[src/core/eebap_map.svh]
// Purpose: offsets, field positions and counts of the storage access port
// Assumes: six-bit I/O register address, 100 MHz I_REF_CLK
// Notes:   definitions only
`ifndef EEBAP_MAP_SVH
`define EEBAP_MAP_SVH

// ----------------------------------------------------------------------
// register offsets in I/O space
// ----------------------------------------------------------------------
`define EEBAP_OFS_CTRL       6'h1c
`define EEBAP_OFS_DATA       6'h1d
`define EEBAP_OFS_ADDR_LOW   6'h1e
`define EEBAP_OFS_ADDR_HIGH  6'h1f

// ----------------------------------------------------------------------
// control register fields
// ----------------------------------------------------------------------
`define EEBAP_BIT_READ_STROBE   0
`define EEBAP_BIT_WRITE_STROBE  1
`define EEBAP_BIT_MASTER_WE     2
`define EEBAP_BIT_READY_IE      3

// ----------------------------------------------------------------------
// sizes, reset values and counts
// ----------------------------------------------------------------------
`define EEBAP_DEPTH            512
`define EEBAP_ADDR_W           9
`define EEBAP_CTRL_RESET       8'h00
`define EEBAP_MWE_CYCLES       3'h4
`define EEBAP_READ_STALL       3'h4
`define EEBAP_WRITE_STALL      3'h2
`define EEBAP_WRITE_OSC_CYCLES 8448

`endif

[src/core/eebap_pkg.sv]
// Purpose: shared types of the storage access port
// Assumes: eebap_map.svh holds the numbers
// Notes:   none
`default_nettype none
`include "eebap_map.svh"
package eebap_pkg;
  typedef logic [`EEBAP_ADDR_W-1:0] eebap_addr_t;
  typedef logic [7:0]               eebap_byte_t;
  typedef logic [5:0]               eebap_io_addr_t;
  typedef enum logic [1:0] {
    EEBAP_IDLE  = 2'b00,
    EEBAP_READ  = 2'b01,
    EEBAP_WRITE = 2'b10
  } eebap_state_t;
endpackage
`default_nettype wire

[src/core/eebap_store_if.sv]
// Purpose: link between the access controller and the byte array
// Assumes: one clock
// Notes:   read data is registered in the array
`default_nettype none
interface eebap_store_if;
  import eebap_pkg::*;
  eebap_addr_t addr;
  eebap_byte_t wdata;
  logic        we;
  eebap_byte_t rdata;
  modport ctrl (output addr, output wdata, output we, input rdata);
  modport mem  (input addr, input wdata, input we, output rdata);
endinterface
`default_nettype wire

[src/core/eebap_store.sv]
// Purpose: 512-byte non-volatile array, byte wide
// Assumes: write enable lasts one cycle
// Notes:   contents hold across reset
`default_nettype none
module eebap_store (
  input  wire logic   clk,  // reference clock
  eebap_store_if.mem  port  // array port
);
  import eebap_pkg::*;

  eebap_byte_t mem_q [`EEBAP_DEPTH];
  eebap_byte_t rdata_q;

  // byte write and registered read, every byte on its own
  always_ff @(posedge clk) begin
    if (port.we) begin
      mem_q[port.addr] <= port.wdata;
    end
    rdata_q <= mem_q[port.addr];
  end

  assign port.rdata = rdata_q;
endmodule
`default_nettype wire

[src/core/eebap_top.sv]
// Purpose: byte access port between the CPU I/O space and data storage
// Assumes: CPU I/O strobes on I_REF_CLK; I_CAL_OSC is the free 1 MHz oscillator
// Notes:   write duration is counted on oscillator edges
//
// Function
// 512 bytes of storage, each byte read and written on its own.
// address, data and control registers sit in I/O register space.
// writes time themselves; the write strobe shows when next byte may go.
// a read trigger stalls the CPU four clock cycles.
// a write trigger stalls the CPU two clock cycles.
// nine-bit address: bit 8 in high byte, bits 7..0 in low byte.
// addresses 0 to 511 each pick one distinct byte.
// upper seven address bits are read-only and read zero.
// address bits are not reset; their value after reset is undefined.
// software loads a valid address before any read or write.
// a write stores the data register into the addressed byte.
// a read loads the addressed byte into the data register.
// only the guarded write sequence changes storage.
// master enable clears after four cycles; strobe without it does nothing.
// strobe stays set during a write; ready interrupt while clear and enabled.
// reads act at once; reads and address changes blocked while writing.
// a write lasts 8448 cycles of the calibrated 1 MHz oscillator.
// data register is plain read-write storage keeping its last value.
`default_nettype none
`include "eebap_map.svh"
module eebap_top #(
  parameter int unsigned WRITE_OSC_CYCLES = `EEBAP_WRITE_OSC_CYCLES  // write length
) (
  input  wire logic                   I_REF_CLK,    // 100 MHz clock
  input  wire logic                   I_RSTN,       // async reset, active low
  input  wire logic                   I_CAL_OSC,    // calibrated 1 MHz oscillator pin
  input  wire eebap_pkg::eebap_io_addr_t I_IO_ADDR, // I/O register address
  input  wire logic                   I_IO_WE,      // I/O write strobe
  input  wire logic                   I_IO_RE,      // I/O read strobe
  input  wire eebap_pkg::eebap_byte_t I_IO_WDATA,   // I/O write data
  output logic [7:0]                  O_IO_RDATA,   // I/O read data, one cycle late
  output logic                        O_CPU_STALL,  // halts the CPU
  output logic                        O_READY_IRQ   // storage ready interrupt
);
  import eebap_pkg::*;

  // ----------------------------------------------------------------------
  // declarations
  // ----------------------------------------------------------------------
  eebap_store_if store ();

  eebap_state_t state_q, state_d;
  logic [2:0]   mwe_cnt_q, mwe_cnt_d;
  logic         mwe_q, mwe_d;
  logic         ready_ie_q, ready_ie_d;
  logic [2:0]   stall_cnt_q, stall_cnt_d;
  logic [13:0]  osc_cnt_q, osc_cnt_d;
  logic         osc_s1_q, osc_s2_q, osc_s3_q;
  logic         osc_tick;
  eebap_addr_t  addr_q, addr_d;
  eebap_byte_t  data_q, data_d;
  eebap_byte_t  wbuf_q, wbuf_d;
  logic         mem_we_q, mem_we_d;
  eebap_byte_t  rdata_q, rdata_d;
  logic         irq_q, irq_d;
  logic         wr_ctrl, start_rd, start_wr, busy;

  localparam logic [13:0] OSC_LAST = 14'(WRITE_OSC_CYCLES - 1);

  eebap_store u_store (
    .clk  (I_REF_CLK),
    .port (store.mem)
  );

  // ----------------------------------------------------------------------
  // oscillator synchroniser and edge detect
  // ----------------------------------------------------------------------
  always_ff @(posedge I_REF_CLK or negedge I_RSTN) begin
    if (!I_RSTN) begin
      osc_s1_q <= 1'b0;
      osc_s2_q <= 1'b0;
      osc_s3_q <= 1'b0;
    end else begin
      osc_s1_q <= I_CAL_OSC;
      osc_s2_q <= osc_s1_q;
      osc_s3_q <= osc_s2_q;
    end
  end

  assign osc_tick = osc_s2_q & ~osc_s3_q;  // one rising edge of the oscillator

  // ----------------------------------------------------------------------
  // request decode
  // ----------------------------------------------------------------------
  assign busy     = (state_q == EEBAP_WRITE) || mem_we_q;  // write in progress or array write still landing
  assign wr_ctrl  = I_IO_WE && (I_IO_ADDR == `EEBAP_OFS_CTRL);
  assign start_rd = wr_ctrl && I_IO_WDATA[`EEBAP_BIT_READ_STROBE] && !busy;
  assign start_wr = wr_ctrl && I_IO_WDATA[`EEBAP_BIT_WRITE_STROBE] && mwe_q
                    && !busy;

  // ----------------------------------------------------------------------
  // control next state
  // ----------------------------------------------------------------------
  always_comb begin
    state_d     = state_q;
    mwe_d       = mwe_q;
    mwe_cnt_d   = mwe_cnt_q;
    ready_ie_d  = ready_ie_q;
    stall_cnt_d = (stall_cnt_q != 3'h0) ? stall_cnt_q - 3'h1 : 3'h0;
    osc_cnt_d   = osc_cnt_q;
    mem_we_d    = 1'b0;
    // master enable times out four cycles after being set
    if (mwe_q) begin
      if (mwe_cnt_q == `EEBAP_MWE_CYCLES - 3'h1) begin
        mwe_d = 1'b0;
      end else begin
        mwe_cnt_d = mwe_cnt_q + 3'h1;
      end
    end
    if (wr_ctrl) begin
      ready_ie_d = I_IO_WDATA[`EEBAP_BIT_READY_IE];
      if (I_IO_WDATA[`EEBAP_BIT_MASTER_WE] && !mwe_q) begin
        mwe_d     = 1'b1;
        mwe_cnt_d = 3'h0;
      end
    end
    case (state_q)
      EEBAP_IDLE: begin
        if (start_wr) begin
          state_d     = EEBAP_WRITE;
          mwe_d       = 1'b0;
          osc_cnt_d   = 14'h0000;
          stall_cnt_d = `EEBAP_WRITE_STALL;
        end else if (start_rd) begin
          state_d     = EEBAP_READ;
          stall_cnt_d = `EEBAP_READ_STALL;
        end
      end
      EEBAP_READ: begin
        state_d = EEBAP_IDLE;  // array data lands in the data register now
      end
      EEBAP_WRITE: begin
        if (osc_tick) begin
          if (osc_cnt_q == OSC_LAST) begin
            state_d  = EEBAP_IDLE;
            mem_we_d = 1'b1;
          end else begin
            osc_cnt_d = osc_cnt_q + 14'h0001;
          end
        end
      end
      default: begin
        state_d = EEBAP_IDLE;
      end
    endcase
  end

  // ----------------------------------------------------------------------
  // data path next values and read-back
  // ----------------------------------------------------------------------
  always_comb begin
    addr_d  = addr_q;
    data_d  = data_q;
    wbuf_d  = wbuf_q;
    rdata_d = rdata_q;
    if (I_IO_WE && !busy && I_IO_ADDR == `EEBAP_OFS_ADDR_HIGH) begin
      addr_d[8] = I_IO_WDATA[0];
    end
    if (I_IO_WE && !busy && I_IO_ADDR == `EEBAP_OFS_ADDR_LOW) begin
      addr_d[7:0] = I_IO_WDATA;
    end
    if (I_IO_WE && I_IO_ADDR == `EEBAP_OFS_DATA) begin
      data_d = I_IO_WDATA;
    end
    if (state_q == EEBAP_READ) begin
      data_d = store.rdata;
    end
    if (start_wr) begin
      wbuf_d = data_q;
    end
    if (I_IO_RE) begin
      case (I_IO_ADDR)
        `EEBAP_OFS_ADDR_HIGH: rdata_d = {7'h00, addr_q[8]};
        `EEBAP_OFS_ADDR_LOW:  rdata_d = addr_q[7:0];
        `EEBAP_OFS_DATA:      rdata_d = data_q;
        `EEBAP_OFS_CTRL:      rdata_d = {4'h0, ready_ie_q, mwe_q, busy, 1'b0};
        default:              rdata_d = 8'h00;
      endcase
    end
    irq_d = ready_ie_q && !busy;
  end

  // ----------------------------------------------------------------------
  // control and output registers
  // ----------------------------------------------------------------------
  always_ff @(posedge I_REF_CLK or negedge I_RSTN) begin
    if (!I_RSTN) begin
      state_q     <= EEBAP_IDLE;
      mwe_q       <= 1'b0;
      mwe_cnt_q   <= 3'h0;
      ready_ie_q  <= 1'b0;
      stall_cnt_q <= 3'h0;
      osc_cnt_q   <= 14'h0000;
      mem_we_q    <= 1'b0;
      rdata_q     <= `EEBAP_CTRL_RESET;
      irq_q       <= 1'b0;
      O_CPU_STALL <= 1'b0;
    end else begin
      state_q     <= state_d;
      mwe_q       <= mwe_d;
      mwe_cnt_q   <= mwe_cnt_d;
      ready_ie_q  <= ready_ie_d;
      stall_cnt_q <= stall_cnt_d;
      osc_cnt_q   <= osc_cnt_d;
      mem_we_q    <= mem_we_d;
      rdata_q     <= rdata_d;
      irq_q       <= irq_d;
      O_CPU_STALL <= (stall_cnt_d != 3'h0);
    end
  end

  // address and data hold no reset value
  always_ff @(posedge I_REF_CLK) begin
    addr_q <= addr_d;
    data_q <= data_d;
    wbuf_q <= wbuf_d;
  end

  // ----------------------------------------------------------------------
  // array connection and outputs
  // ----------------------------------------------------------------------
  assign store.addr  = addr_q;
  assign store.wdata = wbuf_q;
  assign store.we    = mem_we_q;
  assign O_IO_RDATA  = rdata_q;
  assign O_READY_IRQ = irq_q;
endmodule
`default_nettype wire

[config.mk]
export PLATFORM = sky130hd
export DESIGN_NAME = eebap_top
export DESIGN_NICKNAME = d
export VERILOG_FILES = /design/src/core/eebap_pkg.sv /design/src/core/eebap_store_if.sv /design/src/core/eebap_store.sv /design/src/core/eebap_top.sv
export VERILOG_INCLUDE_DIRS = /design/src /design/src/core
export SDC_FILE = /design/constraint.sdc
export NUM_CORES = 2
export LEC_CHECK = 0
export BUFFER_PORTS_ARGS = -buffer_cell sky130_fd_sc_hd__buf_2
export CAP_MARGIN = 10
export CORE_AREA = 2 2 545 547
export CTS_CLUSTER_DIAMETER = 80
export DETAILED_ROUTE_END_ITERATION = 10
export DIE_AREA = 0 0 547 549
export PLACE_DENSITY = 0.7
export SLEW_MARGIN = 5
export SYNTH_ARGS = -nofsm -noshare
export SYNTH_HDL_FRONTEND = slang
export SYNTH_SLANG_ARGS = --single-unit
[constraint.sdc]
create_clock -name I_REF_CLK -period 20 [get_ports I_REF_CLK]
set_input_delay 4 -clock I_REF_CLK [delete_from_list [all_inputs] [get_ports I_REF_CLK]]
set_output_delay 4 -clock I_REF_CLK [all_outputs]
set_load 0.01 [all_outputs]
==> run_results.csv <==
group,metric,value,unit
timing,finalHoldViolations,0,
status,status,"complete, no violations",
routing,drtIter0Drc,12005,
worst_setup_path,slowest_stage,"edfxtp_1",
worst_setup_path,path_cells,"buf_4, buf_4, buf_4, buf_4, mux4_2, mux2i_1, o32ai_1, or3_1, or4_1, nor4_1, nand3_1",
synthesis,ys_warn_count,0,
cells_and_area,drive_gt1_frac,0.249,
worst_setup_path,path_max_fanout,41,
worst_setup_path,path_delay_family,"buffers and inverters",
clocking,cts_buffer_depth,4,
synthesis,synthArstFlopShare,0.00912,
cells_and_area,nFillCells,19962,
routing,post_drt_wl_per_cell,35.4,µm
synthesis,synthDistinctLibCells,59,
synthesis,synthAdderAreaFrac,0.000155,
synthesis,synth_top_family_by_area,"multiplexers",
routing,vias,78332,
synthesis,syn_avg_cell_area,22.3,µm²
global_route,use_met3,0.0671,
global_route,grt_max_degree,223,
pwr,power_frac_comb,0.002,
worst_setup_path,critPathMostFrequentCell,"buf_4",
placed_design,dp_cells,10917,
floorplanning,fp.dieH,549,µm
global_route,use_met1,0.388,
clocking,ctsHoldBuffers,0,
pwr,p_switching,3.29,mW
clocking,htreeDepth,5,
global_route,grt-ovfl-total,0,
floorplanning,num_rows,200,
timing,drv_slew,0,
floorplanning,start_util,0.546,
timing,finalCritPeriodShare,0.335,
routing,route.detailed.drc,0,
global_route,grt_pass1_vias,77028,
worst_setup_path,critPathBufInv,4,
synthesis,synthCells,7219,
pwr,sw_frac_of_total,0.194,
timing,setup_ws,13300,ps
pwr,internal-power,13.7,mW
worst_setup_path,cp-start-kind,"flip-flop",
min_path,hp-class,"flip-flop to flip-flop",
placed_design,io_buffers,28,
global_route,grt.total_usage,0.274,
timing,tns,0,ps
routing,ant_nets,0,
cells_and_area,area_growth,10.8,%
synthesis,synth_compound_area_frac,0.0132,
clocking,ctsResizeCount,0,
clocking,cts_setup_buffers,0,
global_route,grt_use_met2,0.416,
routing,dr.pass1.iters,6,
pwr,p_seq_frac,0.557,
cells_and_area,layout.nets,7408,
synthesis,syn_nets,7240,
routing,wirelength,413000,µm
global_route,top_usage_layer,"met2",
cells_and_area,layout_common_cells,"edfxtp_1 (4121), mux4_2 (1110), nor2_1 (583), clkbuf_16 (409), mux2i_1 (253)",
worst_setup_path,critPathArrivalTime,7530,ps
synthesis,synth_area,161000,µm²
timing,rsz0062_at_grt,"no",
run,timing.max_cap.violations,0,
synthesis,ys_ff_latch,4167,
synthesis,synthMuxAreaShare,0.173,
pwr,ir_worst_vdd,0.0858,mV
timing,fmax,149,MHz
floorplanning,die_area,300000,µm²
floorplanning,die_x,547,µm
timing,setup_viol,0,
global_route,grt_pass1_wl,584000,µm
pwr,p_clk_frac,0.441,
synthesis,synthXorXnorAreaFrac,0.000707,
floorplanning,ios,29,
cells_and_area,fin_cells,11671,
worst_setup_path,cp_slowest_stage_delay,860,ps
cells_and_area,final_common_cell,"edfxtp_1",
routing,routed_via_density,6.71,
synthesis,synth_edf_count,4121,
timing,maxSlewHeadroom,0.0539,
clocking,cts_buffers,405,
clocking,clk_pin_slew_worst_paths,60,ps
floorplanning,design.core.area,295000,µm²
timing,tightest_slew,1420,ps
synthesis,synth-simple-area-share,0.0244,
clocking,clk_latency,1000,ps
clocking,cts-root-buf,"clkbuf_16",
synthesis,synth_ff_type,"edfxtp_1",
global_route,grt_antenna_before_repair,24,
pwr,p_leak,55.3,nW
worst_setup_path,end_kind,"flip-flop",
placed_design,hpwlAfterDp,245000,µm
placed_design,dp_slack,13160,ps
timing,finClkSkew,74.2,ps
worst_setup_path,required,20830,ps
synthesis,seq_area_frac_synth,0.775,
worst_setup_path,crit_type,"flip-flop to flip-flop",
timing,post-route-min-period,6700,ps
pwr,p_per_area,95.0,nW/µm²
timing,hold_ws,352,ps
clocking,tritoncts,"built",
placed_design,place_congestion,0.898,
clocking,clock-sinks,4167,
==> cells in the mapped netlist (all sizes together), types with 11 or more instances <==
cell | n | area, µm²
edfxtp | 4121 | 124000
mux4 | 1110 | 25000
nor2 | 586 | 2200
mux2i | 253 | 2530
buf | 228 | 1470
clkbuf | 201 | 754
a22oi | 163 | 1220
nand2 | 106 | 398
nand3 | 75 | 375
dfrtp | 38 | 951
nor3 | 33 | 165
o22ai | 31 | 194
a21oi | 27 | 135
mux2 | 27 | 304
a22o | 20 | 175
nand4 | 20 | 125
nor2b | 18 | 113
nor4 | 15 | 93.8
a221oi | 12 | 105
o21ai | 11 | 55.1
==> metal layers <==
layer / vias up / part of all wire
met5: - / 0.00025
met4: 6 / 0.046
met3: 848 / 0.12
met2: 5015 / 0.47
met1: 41727 / 0.37
li1: 30736 / -
==> stage by stage <==
stage	power [mW]	utilization	instance area (µm²)
finish	17.0	0.605	179000
global placement	9.67	0.561	166000
floorplan	9.67	-	161000
detailed placement	9.68	0.561	166000
global route	17.3	0.605	179000
CTS	17.0	0.605	179000
==> worst reg2reg max path: cells and delay by family, from the launching register on <==
kind                   cells  cell delay [ps]
AO/OA/AOI/OAI              1              150
flip-flops                 1              860
buffers and inverters      4             3050
AND/OR/NAND/NOR            4             1390
multiplexers               2             1130
==> registers in the layout, indices dropped and copies added (netlist names) <==
name	cells
u_store.mem_q	4096
osc_cnt_q	14
addr_q	9
O_IO_RDATA	8
data_q	8
store.wdata	8
u_store.port.rdata	8
mwe_cnt_q	3
stall_cnt_q	3
state_q	2
O_CPU_STALL	1
O_READY_IRQ	1
mem_we_q	1
mwe_q	1
osc_s1_q	1
osc_s2_q	1
osc_s3_q	1
ready_ie_q	1
==> cell families after synthesis <==
group,count (synthesis)
flops,4167
fa+ha+maj,2
mux,1390
simple gates,916
compound gates,292
buf+inv,439
xor+xnor,13
==> layout make-up <==
type                            instances  area (µm²)  share of cell area
Clock inverter                        261        2410              0.0135
Antenna cell                            7        17.5           0.0000981
Sequential cell                      4167      125000               0.699
Multi-Input combinational cell       2613       34200               0.192
Clock buffer                          484       10600              0.0592
Inverter                               10        37.5            0.000210
Tap cell                             3939        4930              0.0276
Timing Repair Buffer                  190        1580             0.00883
==> worst paths after layout <==
path	start	endpoint	cells past startpoint	slack [ps]
max	addr_q[0]	u_store.port.rdata[3]	11	13300
min reg2reg	osc_s1_q	osc_s2_q	0	350
max reg2reg	addr_q[0]	u_store.port.rdata[3]	11	13300
min	osc_s1_q	osc_s2_q	0	350
max in group asynchronous	I_RSTN	osc_cnt_q[12]	1	16350
min in group asynchronous	I_RSTN	osc_s1_q	1	3130
==> power groups by stage <==
stage / logic (mW) / registers [mW] / clock network [mW]
CTS: 0.0285 / 9.46 / 7.54
detailed placement: 0.0287 / 9.65 / 0
floorplan: 0.0197 / 9.65 / 0
finish: 0.0285 / 9.46 / 7.48
global placement: 0.0273 / 9.65 / 0
global route: 0.0324 / 9.46 / 7.84
Note: power is estimated with default switching activity, not from simulation.
